$ cat config.mk
export PLATFORM = sky130hd
export DESIGN_NAME = wdc_top
export DESIGN_NICKNAME = d
export VERILOG_FILES = /design/src/logic/wdc_pkg.sv /design/src/logic/wdc_sticky.sv /design/src/logic/wdc_counter.sv /design/src/logic/wdc_top.sv
export SDC_FILE = /design/constraint.sdc
export NUM_CORES = 1
export LEC_CHECK = 0
export ABC_CLOCK_PERIOD_IN_PS = 2000
export BUFFER_PORTS_ARGS = -buffer_cell sky130_fd_sc_hd__buf_2
export CORE_MARGIN = 3
export CORE_UTILIZATION = 48
export CTS_CLUSTER_DIAMETER = 30
export DETAILED_ROUTE_END_ITERATION = 12
export PLACE_DENSITY_LB_ADDON = 0.25
export SETUP_SLACK_MARGIN = 0.02
export SLEW_MARGIN = 20
export SYNTH_ARGS = -nofsm -noshare
export SYNTH_HDL_FRONTEND = slang
export SYNTH_SLANG_ARGS = --single-unit
$ cat constraint.sdc
create_clock -name MCLK -period 2 [get_ports MCLK]
set_input_delay 0.4 -clock MCLK [delete_from_list [all_inputs] [get_ports MCLK]]
set_output_delay 0.4 -clock MCLK [all_outputs]
set_load 0.01 [all_outputs]
$ cat src/logic/wdc_pkg.sv
// constants, types and register map of the watchdog command and timeout block
// How it works
// - 8-bit write-only command port, two keys
// - clear key resets counter to zero
// - disable key stops counting once enable cleared
// - timeout interrupt after selected detection period
// - missed clear lets counter overflow, raising interrupt
// - reset-output option forwards timeout as reset
// - counting starts enabled straight out of reset
// - sleep or stop holds counter at zero
// - released bus does not stop counting
// - idle mode counts only if idle-run set
package wdc_pkg;

  ////////////////////////////////////////////////////////////////////////////////
  // bus geometry
  localparam int unsigned ADDR_W = 8;
  localparam int unsigned DATA_W = 32;
  localparam int unsigned SEL_W = 4;

  ////////////////////////////////////////////////////////////////////////////////
  // register indices, byte address is four times the index
  localparam logic [5:0] MODE_IDX = 6'h00;
  localparam logic [5:0] CMD_IDX = 6'h01;
  localparam logic [5:0] IRQ_STATUS_IDX = 6'h02;
  localparam logic [5:0] IRQ_CLEAR_IDX = 6'h03;
  localparam logic [5:0] IRQ_ENABLE_IDX = 6'h04;
  localparam logic [5:0] COUNT_IDX = 6'h05;
  localparam logic [5:0] STATE_IDX = 6'h06;
  localparam int unsigned WORD_LSB = 2;

  ////////////////////////////////////////////////////////////////////////////////
  // mode register fields
  localparam int unsigned MODE_ENABLE_BIT = 7;
  localparam int unsigned MODE_PERIOD_LSB = 5;
  localparam int unsigned MODE_IDLE_RUN_BIT = 2;
  localparam int unsigned MODE_RESET_OUT_BIT = 1;
  localparam logic [7:0] MODE_RESET = 8'h80;

  // command keys
  localparam logic [7:0] KEY_DISABLE = 8'hb1;
  localparam logic [7:0] KEY_CLEAR = 8'h4e;

  ////////////////////////////////////////////////////////////////////////////////
  // interrupt layout
  localparam int unsigned IRQ_W = 2;
  localparam int unsigned IRQ_TIMEOUT_BIT = 0;
  localparam int unsigned IRQ_BADKEY_BIT = 1;
  localparam logic [1:0] IRQ_ENABLE_RESET = 2'h1;

  ////////////////////////////////////////////////////////////////////////////////
  // counter: period is 2^(base + step * period_select) clocks
  localparam int unsigned CNT_W = 23;
  localparam int unsigned BASE_EXP_DEFAULT = 16;
  localparam logic [4:0] PERIOD_STEP = 5'h02;

  typedef enum logic [1:0] {
    ST_RUN = 2'b00,
    ST_IDLE_HOLD = 2'b01,
    ST_LOW_POWER = 2'b10,
    ST_OFF = 2'b11
  } wdc_state_t;

  typedef struct packed {
    logic cyc;
    logic stb;
    logic we;
    logic [SEL_W-1:0] sel;
    logic [ADDR_W-1:0] adr;
    logic [DATA_W-1:0] dat;
  } wdc_wb_req_t;

  typedef struct packed {
    logic enable;
    logic [1:0] period;
    logic idle_run;
    logic reset_out;
  } wdc_mode_t;

endpackage : wdc_pkg

$ cat src/logic/wdc_sticky.sv
// sticky event flags, a set in the same cycle as a clear wins
`timescale 1ns/100ps
module wdc_sticky #(
  parameter int unsigned WIDTH = 2
) (
  input wire logic clk,
  input wire logic rst_n,
  input wire logic [WIDTH-1:0] set,
  input wire logic [WIDTH-1:0] clr,
  output logic [WIDTH-1:0] flags
);

  logic [WIDTH-1:0] flags_q;
  logic [WIDTH-1:0] flags_d;

  always_comb begin
    flags_d = (flags_q & ~clr) | set;
  end

  always_ff @(posedge clk or negedge rst_n) begin
    if (!rst_n) begin
      flags_q <= '0;
    end else begin
      flags_q <= flags_d;
    end
  end

  assign flags = flags_q;

endmodule : wdc_sticky

$ cat src/logic/wdc_counter.sv
// binary timeout counter with clear, hold at zero and terminal count
`timescale 1ns/100ps
module wdc_counter (
  input wire logic clk,
  input wire logic rst_n,
  input wire logic clear,
  input wire logic hold_zero,
  input wire logic count_en,
  input wire logic [wdc_pkg::CNT_W-1:0] terminal,
  output logic [wdc_pkg::CNT_W-1:0] count,
  output logic overflow
);

  logic [wdc_pkg::CNT_W-1:0] count_q;
  logic [wdc_pkg::CNT_W-1:0] count_d;
  logic overflow_q;
  logic overflow_d;

  always_comb begin
    count_d = count_q;
    overflow_d = 1'b0;
    if (clear || hold_zero) begin
      count_d = '0;
    end else if (count_en) begin
      if (count_q >= terminal) begin
        count_d = '0;
        overflow_d = 1'b1;
      end else begin
        count_d = count_q + 1'b1;
      end
    end
  end

  always_ff @(posedge clk or negedge rst_n) begin
    if (!rst_n) begin
      count_q <= '0;
      overflow_q <= 1'b0;
    end else begin
      count_q <= count_d;
      overflow_q <= overflow_d;
    end
  end

  assign count = count_q;
  assign overflow = overflow_q;

endmodule : wdc_counter

$ cat src/logic/wdc_top.sv
// watchdog command and timeout block with its wishbone register slave
`timescale 1ns/100ps
module wdc_top #(
  parameter int unsigned BASE_EXP = wdc_pkg::BASE_EXP_DEFAULT
) (
  input wire logic MCLK,
  input wire logic RST_N,
  input wire logic WB_CYC,
  input wire logic WB_STB,
  input wire logic WB_WE,
  input wire logic [wdc_pkg::SEL_W-1:0] WB_SEL,
  input wire logic [wdc_pkg::ADDR_W-1:0] WB_ADR,
  input wire logic [wdc_pkg::DATA_W-1:0] WB_DAT_W,
  output logic [wdc_pkg::DATA_W-1:0] WB_DAT_R,
  output logic WB_ACK,
  input wire logic SLEEP_STOP,
  input wire logic IDLE_MODE,
  input wire logic BUS_RELEASE_ACK_N,
  output logic TIMEOUT_INTERRUPT,
  output logic RESET_REQ
);

  ////////////////////////////////////////////////////////////////////////////////
  // bus request and decode

  wdc_pkg::wdc_wb_req_t req;
  logic ack_q;
  logic ack_d;
  logic [wdc_pkg::DATA_W-1:0] rdata_q;
  logic [wdc_pkg::DATA_W-1:0] rdata_d;
  logic [5:0] word_idx;
  logic lane0;
  logic wr_fire;
  logic wr_mode;
  logic wr_cmd;
  logic wr_irq_clear;
  logic wr_irq_enable;
  logic [7:0] wr_byte;

  assign req.cyc = WB_CYC;
  assign req.stb = WB_STB;
  assign req.we = WB_WE;
  assign req.sel = WB_SEL;
  assign req.adr = WB_ADR;
  assign req.dat = WB_DAT_W;

  assign word_idx = req.adr[wdc_pkg::ADDR_W-1:wdc_pkg::WORD_LSB];
  assign lane0 = req.sel[0];
  assign wr_byte = req.dat[7:0];

  // a write lands on the edge at which the master sees ack
  assign wr_fire = req.cyc && req.stb && req.we && ack_q && lane0;
  assign wr_mode = wr_fire && (word_idx == wdc_pkg::MODE_IDX);
  assign wr_cmd = wr_fire && (word_idx == wdc_pkg::CMD_IDX);
  assign wr_irq_clear = wr_fire && (word_idx == wdc_pkg::IRQ_CLEAR_IDX);
  assign wr_irq_enable = wr_fire && (word_idx == wdc_pkg::IRQ_ENABLE_IDX);

  ////////////////////////////////////////////////////////////////////////////////
  // command decode

  logic key_clear;
  logic key_disable;
  logic key_bad;

  always_comb begin
    key_clear = 1'b0;
    key_disable = 1'b0;
    key_bad = 1'b0;
    if (wr_cmd) begin
      if (wr_byte == wdc_pkg::KEY_CLEAR) begin
        key_clear = 1'b1;
      end else if (wr_byte == wdc_pkg::KEY_DISABLE) begin
        key_disable = 1'b1;
      end else begin
        key_bad = 1'b1;
      end
    end
  end

  ////////////////////////////////////////////////////////////////////////////////
  // mode register and run state

  wdc_pkg::wdc_mode_t mode_q;
  wdc_pkg::wdc_mode_t mode_d;
  logic running_q;
  logic running_d;

  always_comb begin
    mode_d = mode_q;
    running_d = running_q;
    if (wr_mode) begin
      mode_d.enable = wr_byte[wdc_pkg::MODE_ENABLE_BIT];
      mode_d.period = wr_byte[wdc_pkg::MODE_PERIOD_LSB +: 2];
      mode_d.idle_run = wr_byte[wdc_pkg::MODE_IDLE_RUN_BIT];
      mode_d.reset_out = wr_byte[wdc_pkg::MODE_RESET_OUT_BIT];
      if (wr_byte[wdc_pkg::MODE_ENABLE_BIT]) begin
        running_d = 1'b1;
      end
    end
    // the disable key only counts once the enable bit is already low
    if (key_disable && !mode_q.enable) begin
      running_d = 1'b0;
    end
  end

  always_ff @(posedge MCLK or negedge RST_N) begin
    if (!RST_N) begin
      mode_q.enable <= wdc_pkg::MODE_RESET[wdc_pkg::MODE_ENABLE_BIT];
      mode_q.period <= wdc_pkg::MODE_RESET[wdc_pkg::MODE_PERIOD_LSB +: 2];
      mode_q.idle_run <= wdc_pkg::MODE_RESET[wdc_pkg::MODE_IDLE_RUN_BIT];
      mode_q.reset_out <= wdc_pkg::MODE_RESET[wdc_pkg::MODE_RESET_OUT_BIT];
      running_q <= 1'b1;
    end else begin
      mode_q <= mode_d;
      running_q <= running_d;
    end
  end

  ////////////////////////////////////////////////////////////////////////////////
  // power state decides whether the counter runs

  wdc_pkg::wdc_state_t state_now;
  wdc_pkg::wdc_state_t state_q;
  logic count_en;
  logic hold_zero;

  always_comb begin
    // sleep zeroes the counter even while it is switched off
    if (SLEEP_STOP) begin
      state_now = wdc_pkg::ST_LOW_POWER;
    end else if (!running_q) begin
      state_now = wdc_pkg::ST_OFF;
    end else if (IDLE_MODE && !mode_q.idle_run) begin
      state_now = wdc_pkg::ST_IDLE_HOLD;
    end else begin
      state_now = wdc_pkg::ST_RUN;
    end
  end

  always_comb begin
    count_en = 1'b0;
    hold_zero = 1'b0;
    unique case (state_now)
      wdc_pkg::ST_RUN: begin
        // bus release does not gate counting
        count_en = 1'b1;
      end
      wdc_pkg::ST_IDLE_HOLD: begin
        count_en = 1'b0;
      end
      wdc_pkg::ST_LOW_POWER: begin
        hold_zero = 1'b1;
      end
      wdc_pkg::ST_OFF: begin
        count_en = 1'b0;
      end
    endcase
  end

  always_ff @(posedge MCLK or negedge RST_N) begin
    if (!RST_N) begin
      state_q <= wdc_pkg::ST_RUN;
    end else begin
      state_q <= state_now;
    end
  end

  ////////////////////////////////////////////////////////////////////////////////
  // detection period and counter

  logic [4:0] period_exp;
  logic [wdc_pkg::CNT_W-1:0] terminal;
  logic [wdc_pkg::CNT_W-1:0] count;
  logic overflow;

  always_comb begin
    // a count already past a shorter new period wraps on the next counting edge
    period_exp = 5'(BASE_EXP) + ((5'(mode_q.period)) * wdc_pkg::PERIOD_STEP);
    terminal = (wdc_pkg::CNT_W'(1) << period_exp) - wdc_pkg::CNT_W'(1);
  end

  // clear and hold-at-zero beat counting, so a late clear never loses to a wrap
  wdc_counter u_counter (
    .clk(MCLK),
    .rst_n(RST_N),
    .clear(key_clear),
    .hold_zero(hold_zero),
    .count_en(count_en),
    .terminal(terminal),
    .count(count),
    .overflow(overflow)
  );

  ////////////////////////////////////////////////////////////////////////////////
  // reset request output

  logic reset_req_q;
  logic reset_req_d;

  always_comb begin
    // one-cycle pulse, the edge after the counter wraps
    reset_req_d = overflow && mode_q.reset_out;
  end

  always_ff @(posedge MCLK or negedge RST_N) begin
    if (!RST_N) begin
      reset_req_q <= 1'b0;
    end else begin
      reset_req_q <= reset_req_d;
    end
  end

  assign RESET_REQ = reset_req_q;

  ////////////////////////////////////////////////////////////////////////////////
  // interrupt status, enable and clear

  logic [wdc_pkg::IRQ_W-1:0] irq_set;
  logic [wdc_pkg::IRQ_W-1:0] irq_clr;
  logic [wdc_pkg::IRQ_W-1:0] irq_status;
  logic [wdc_pkg::IRQ_W-1:0] irq_enable_q;
  logic [wdc_pkg::IRQ_W-1:0] irq_enable_d;

  always_comb begin
    // stray command codes raise the bad-key flag so a runaway can be spotted
    irq_set = '0;
    irq_set[wdc_pkg::IRQ_TIMEOUT_BIT] = overflow;
    irq_set[wdc_pkg::IRQ_BADKEY_BIT] = key_bad;
    irq_clr = wr_irq_clear ? wr_byte[wdc_pkg::IRQ_W-1:0] : '0;
    irq_enable_d = wr_irq_enable ? wr_byte[wdc_pkg::IRQ_W-1:0] : irq_enable_q;
  end

  wdc_sticky #(
    .WIDTH(wdc_pkg::IRQ_W)
  ) u_irq_status (
    .clk(MCLK),
    .rst_n(RST_N),
    .set(irq_set),
    .clr(irq_clr),
    .flags(irq_status)
  );

  always_ff @(posedge MCLK or negedge RST_N) begin
    if (!RST_N) begin
      irq_enable_q <= wdc_pkg::IRQ_ENABLE_RESET;
    end else begin
      irq_enable_q <= irq_enable_d;
    end
  end

  assign TIMEOUT_INTERRUPT = |(irq_status & irq_enable_q);

  ////////////////////////////////////////////////////////////////////////////////
  // read data and acknowledge

  logic [7:0] mode_byte;

  always_comb begin
    mode_byte = '0;
    mode_byte[wdc_pkg::MODE_ENABLE_BIT] = mode_q.enable;
    mode_byte[wdc_pkg::MODE_PERIOD_LSB +: 2] = mode_q.period;
    mode_byte[wdc_pkg::MODE_IDLE_RUN_BIT] = mode_q.idle_run;
    mode_byte[wdc_pkg::MODE_RESET_OUT_BIT] = mode_q.reset_out;
  end

  always_comb begin
    // a held strobe gets a fresh ack every other cycle
    ack_d = req.cyc && req.stb && !ack_q;
    rdata_d = rdata_q;
    if (ack_d) begin
      rdata_d = '0;
      if (!req.we) begin
        unique case (word_idx)
          wdc_pkg::MODE_IDX: rdata_d[7:0] = mode_byte;
          wdc_pkg::IRQ_STATUS_IDX: rdata_d[wdc_pkg::IRQ_W-1:0] = irq_status;
          wdc_pkg::IRQ_ENABLE_IDX: rdata_d[wdc_pkg::IRQ_W-1:0] = irq_enable_q;
          wdc_pkg::COUNT_IDX: rdata_d[wdc_pkg::CNT_W-1:0] = count;
          wdc_pkg::STATE_IDX: rdata_d[3:0] = {~BUS_RELEASE_ACK_N, running_q, state_q};
          default: rdata_d = '0;
        endcase
      end
    end
  end

  always_ff @(posedge MCLK or negedge RST_N) begin
    if (!RST_N) begin
      ack_q <= 1'b0;
      rdata_q <= '0;
    end else begin
      ack_q <= ack_d;
      rdata_q <= rdata_d;
    end
  end

  // read data stay until the next access is acknowledged
  assign WB_ACK = ack_q;
  assign WB_DAT_R = rdata_q;

endmodule : wdc_top

==> metrics.md <==
| Metric | Value |
|---|---|
| Vias per cell | `5.77` |
| Synth Area in XOR/XNOR | `0.00264` |
| Buffers & Inverters on Critical Path | `1` |
| Post-Syn Instances | `346` |
| Via count | `3193` |
| Placed insts | `524` |
| Hold-fix buffers, CTS | `0` |
| Post-layout net count | `529` |
| Leakage power | `0.00223 uW` |
| Final setup viols | `22` |
| Main synth FF type | `dfrtp_1` |
| Tcrit/Tclk final | `1.10` |
| Residual DRC count | `0` |
| Tot GR Track Use | `0.247` |
| DP Wirelength | `6260 um` |
| Total length of routed wires | `9390 um` |
| Yosys top cell by area | `dfrtp_1` |
| Worst Max-Slew Pin Slew | `0.513 ns` |
| Critical path required time | `2.28 ns` |
| Mapped Avg Cell Area | `9.59 um2` |
| Mapped Area | `0.00332 mm2` |
| # port buffers | `48` |
| Full die area | `0.00794 mm2` |
| Setup Skew | `0.0143 ns` |
| Worst skew pair latency | `0.35 ns` |
| Worst path cell trace | `inv_2, ha_4, a31oi_4, o221ai_2, or4_4, or3_1, o21ai_1` |
| Number of DRC markers in iteration 0 | `322` |
| Unrepaired setup endpoints after global routing | `true` |
| Die height | `89.1 um` |
| Rel. slew slack | `0.658` |
| Register area share after synthesis | `0.461` |
| Initial antenna violation count | `0` |
| Longest Clk Path Bufs | `2` |
| Data arrival, critical path | `2.48 ns` |
| Status | `finished, violations left` |
| Grt ovf | `0` |
| Crit path time final | `2.20 ns` |
| Post-synth top area share | `0.438` |
| Share of layout cells above drive strength 1 | `0.424` |
| Critical path endpoint category | `flop` |
| Row count | `29` |
| Max Fclk | `454 MHz` |
| H-tree levels | `3` |
| Pwr/cell area | `622 mW/mm2` |
| Most frequent cells in the layout | `buf_4 (74), dfrtp_1 (57), buf_2 (48)` |
| Mux cell area share after synthesis | `0.0487` |
| GPL Wtd Cong | `0.889` |
| Compound-gate portion of the synthesized area | `0.156` |
| Util after Layout | `0.716` |
| Reg clk slew, reported paths | `0.08 ns` |
| TritonCTS Sinks | `61` |
| TritonCTS clock tree | `built` |
| Post-Synth Simple-Gate Area | `0.255` |
| Synth unique cells | `54` |
| Commonest non-fill, non-tap cell in the layout | `buf_4` |
| Initial core utilization | `0.508` |
| CP max stage cell | `or4_4` |
| Core Box Area | `0.00653 mm2` |
| P&R area growth vs syn | `41.0%` |
| Number of flops mapped to enable cells by yosys | `0` |
| Diode count | `0` |
| Pre-antenna DRT Iters | `4` |
| Total CTS buffers | `9` |
| Crit start category | `flop` |
| Non-filler cells, final | `553` |
| Flops & latches, synth | `61` |
| Number of max-cap violations | `0` |
| Final hold violation count | `0` |
| WL/cell | `17.0 um` |
| Slew Limit Fails | `0` |
| Io pins | `87` |
| Fraction of the mapped netlist area in adder cells | `0.0226` |
| Worst-path maximum fanout | `8` |
| Root buf cell | `clkbuf_8` |
| Asr flop ratio synth | `1.00` |
| Crit-path leading delay family | `simple AND/OR/NAND/NOR gates` |
| Largest family of logic cells by synthesized area | `simple AND/OR/NAND/NOR gates` |
| Post-route setup TNS | `-3.03 ns` |
| HP Class | `in2async` |
| Routed Antenna Nets | `0` |
| Final worst slack | `-0.205 ns` |
| Maximum vdd drop | `0.452 mV` |
| Largest net degree at the start of global routing | `62` |
| Yosys warns | `0` |
| Vias in the first global route | `3112` |
| Failing checks | `negative setup slack` |
| Top post-synthesis cells by area | `dfrtp_1 (44%), nand2_1 (5.2%), a22o_1 (5.0%)` |
| Setup CP Type | `reg2reg` |
| CP max stage delay | `0.61 ns` |
| Die width | `89.1 um` |
| Global-route wire length before repair | `15100 um` |
[kinds of logic (layout without fill, tap and decap cells)]
| kind of cell | count (synthesis) | count (layout) |
|---|---|---|
| AO/OA/AOI/OAI | 75 | 75 |
| XOR/XNOR | 1 | 1 |
| adder cells (fa/ha/maj) | 6 | 6 |
| buffers and inverters | 32 | 154 |
| flip-flops | 61 | 61 |
| multiplexers | 15 | 15 |
| other | 2 | 10 |
| AND/OR/NAND/NOR | 154 | 154 |
[power by group]
part / switching [uW] / internal [uW]
registers: 5.28 / 1240
logic: 215 / 156
clock network: 516 / 772
total: 736 / 2170
[registers in the layout (all words and copies together), names as in the netlist]
signal and cells:
RESET_REQ 1, mode_byte 5, state_q 2, u_counter.count 23, u_counter.overflow 1, running_q 1
irq_enable_q 2, u_irq_status.flags 2, WB_ACK 1, WB_DAT_R 23
[per-layer routing]
layer / wire length, um / up-vias / GRT usage
li1: - / 1516 / -
met5: 0 / - / 0
met2: 4720 / 82 / 0.405
met3: 472 / 8 / 0.0562
met4: 73 / 0 / 0.0568
met1: 4120 / 1587 / 0.335
[worst reg2reg max path: cells and delay by family (launching register included)]
kind | cells | cell delay, ns
buffers and inverters | 1 | 0.11
flip-flops | 1 | 0.45
adder cells (fa/ha/maj) | 1 | 0.22
AND/OR/NAND/NOR | 2 | 0.98
AO/OA/AOI/OAI | 3 | 0.39
[area by class of cell]
type                            count  area (um2)
Multi-Input combinational cell    261        1880
Fill cell                         465        1850
Sequential cell                    61        1530
Timing Repair Buffer              129         901
Clock buffer                       11         151
Tap cell                           77        96.3
Clock inverter                      5        81.3
Inverter                            9        33.8
[metrics by stage]
| stage | setup slack, ns | hold WS (ns) | instance area, um2 | total power, uW |
|---|---|---|---|---|
| after floorplan | -0.105 | 0.104 | 3410 | 1470 |
| after global routing | -0.304 | 0.0527 | 4680 | 3030 |
| final | -0.205 | 0.0479 | 4680 | 2910 |
| after detailed placement | -0.435 | 0.431 | 4120 | 1570 |
| after global placement | -0.315 | 0.431 | 4120 | 1560 |
| after CTS | -0.166 | 0.0585 | 4560 | 2890 |
[cell usage after synthesis, types with 5 or more instances]
library cell,instances
dfrtp_1,58
nand2_1,46
nand3_1,25
a22o_1,19
nor2_1,18
a21oi_1,14
o21ai_0,10
buf_4,9
inv_1,9
mux2_2,9
nand4_1,9
a31oi_1,8
or3_1,7
buf_2,6
clkbuf_1,6
ha_1,6
mux2i_1,6
nor4_1,6
a22oi_1,5
nor2b_1,5
nor3_1,5
[worst paths after layout]
| path | slack [ns] | start | cells after the start | to |
|---|---|---|---|---|
| max | -0.20 | mode_byte[6] | 7 | u_counter.count[14] |
| min | 0.05 | RST_N | 2 | WB_DAT_R[1] |
| max reg2reg | -0.20 | mode_byte[6] | 7 | u_counter.count[14] |
| min reg2reg | 0.47 | u_counter.overflow | 1 | u_irq_status.flags[0] |
| max in group asynchronous | 1.63 | RST_N | 2 | irq_enable_q[0] |
| min in group MCLK | 0.28 | SLEEP_STOP | 2 | state_q[0] |
[repair_timing]
item | CTS | global route
setup endpoints to repair | 22 | 24
pin swaps | 16 | 16
buffers inserted | 11 | 2
resized for setup | 18 | 25
(Power assumes the default switching activity.)
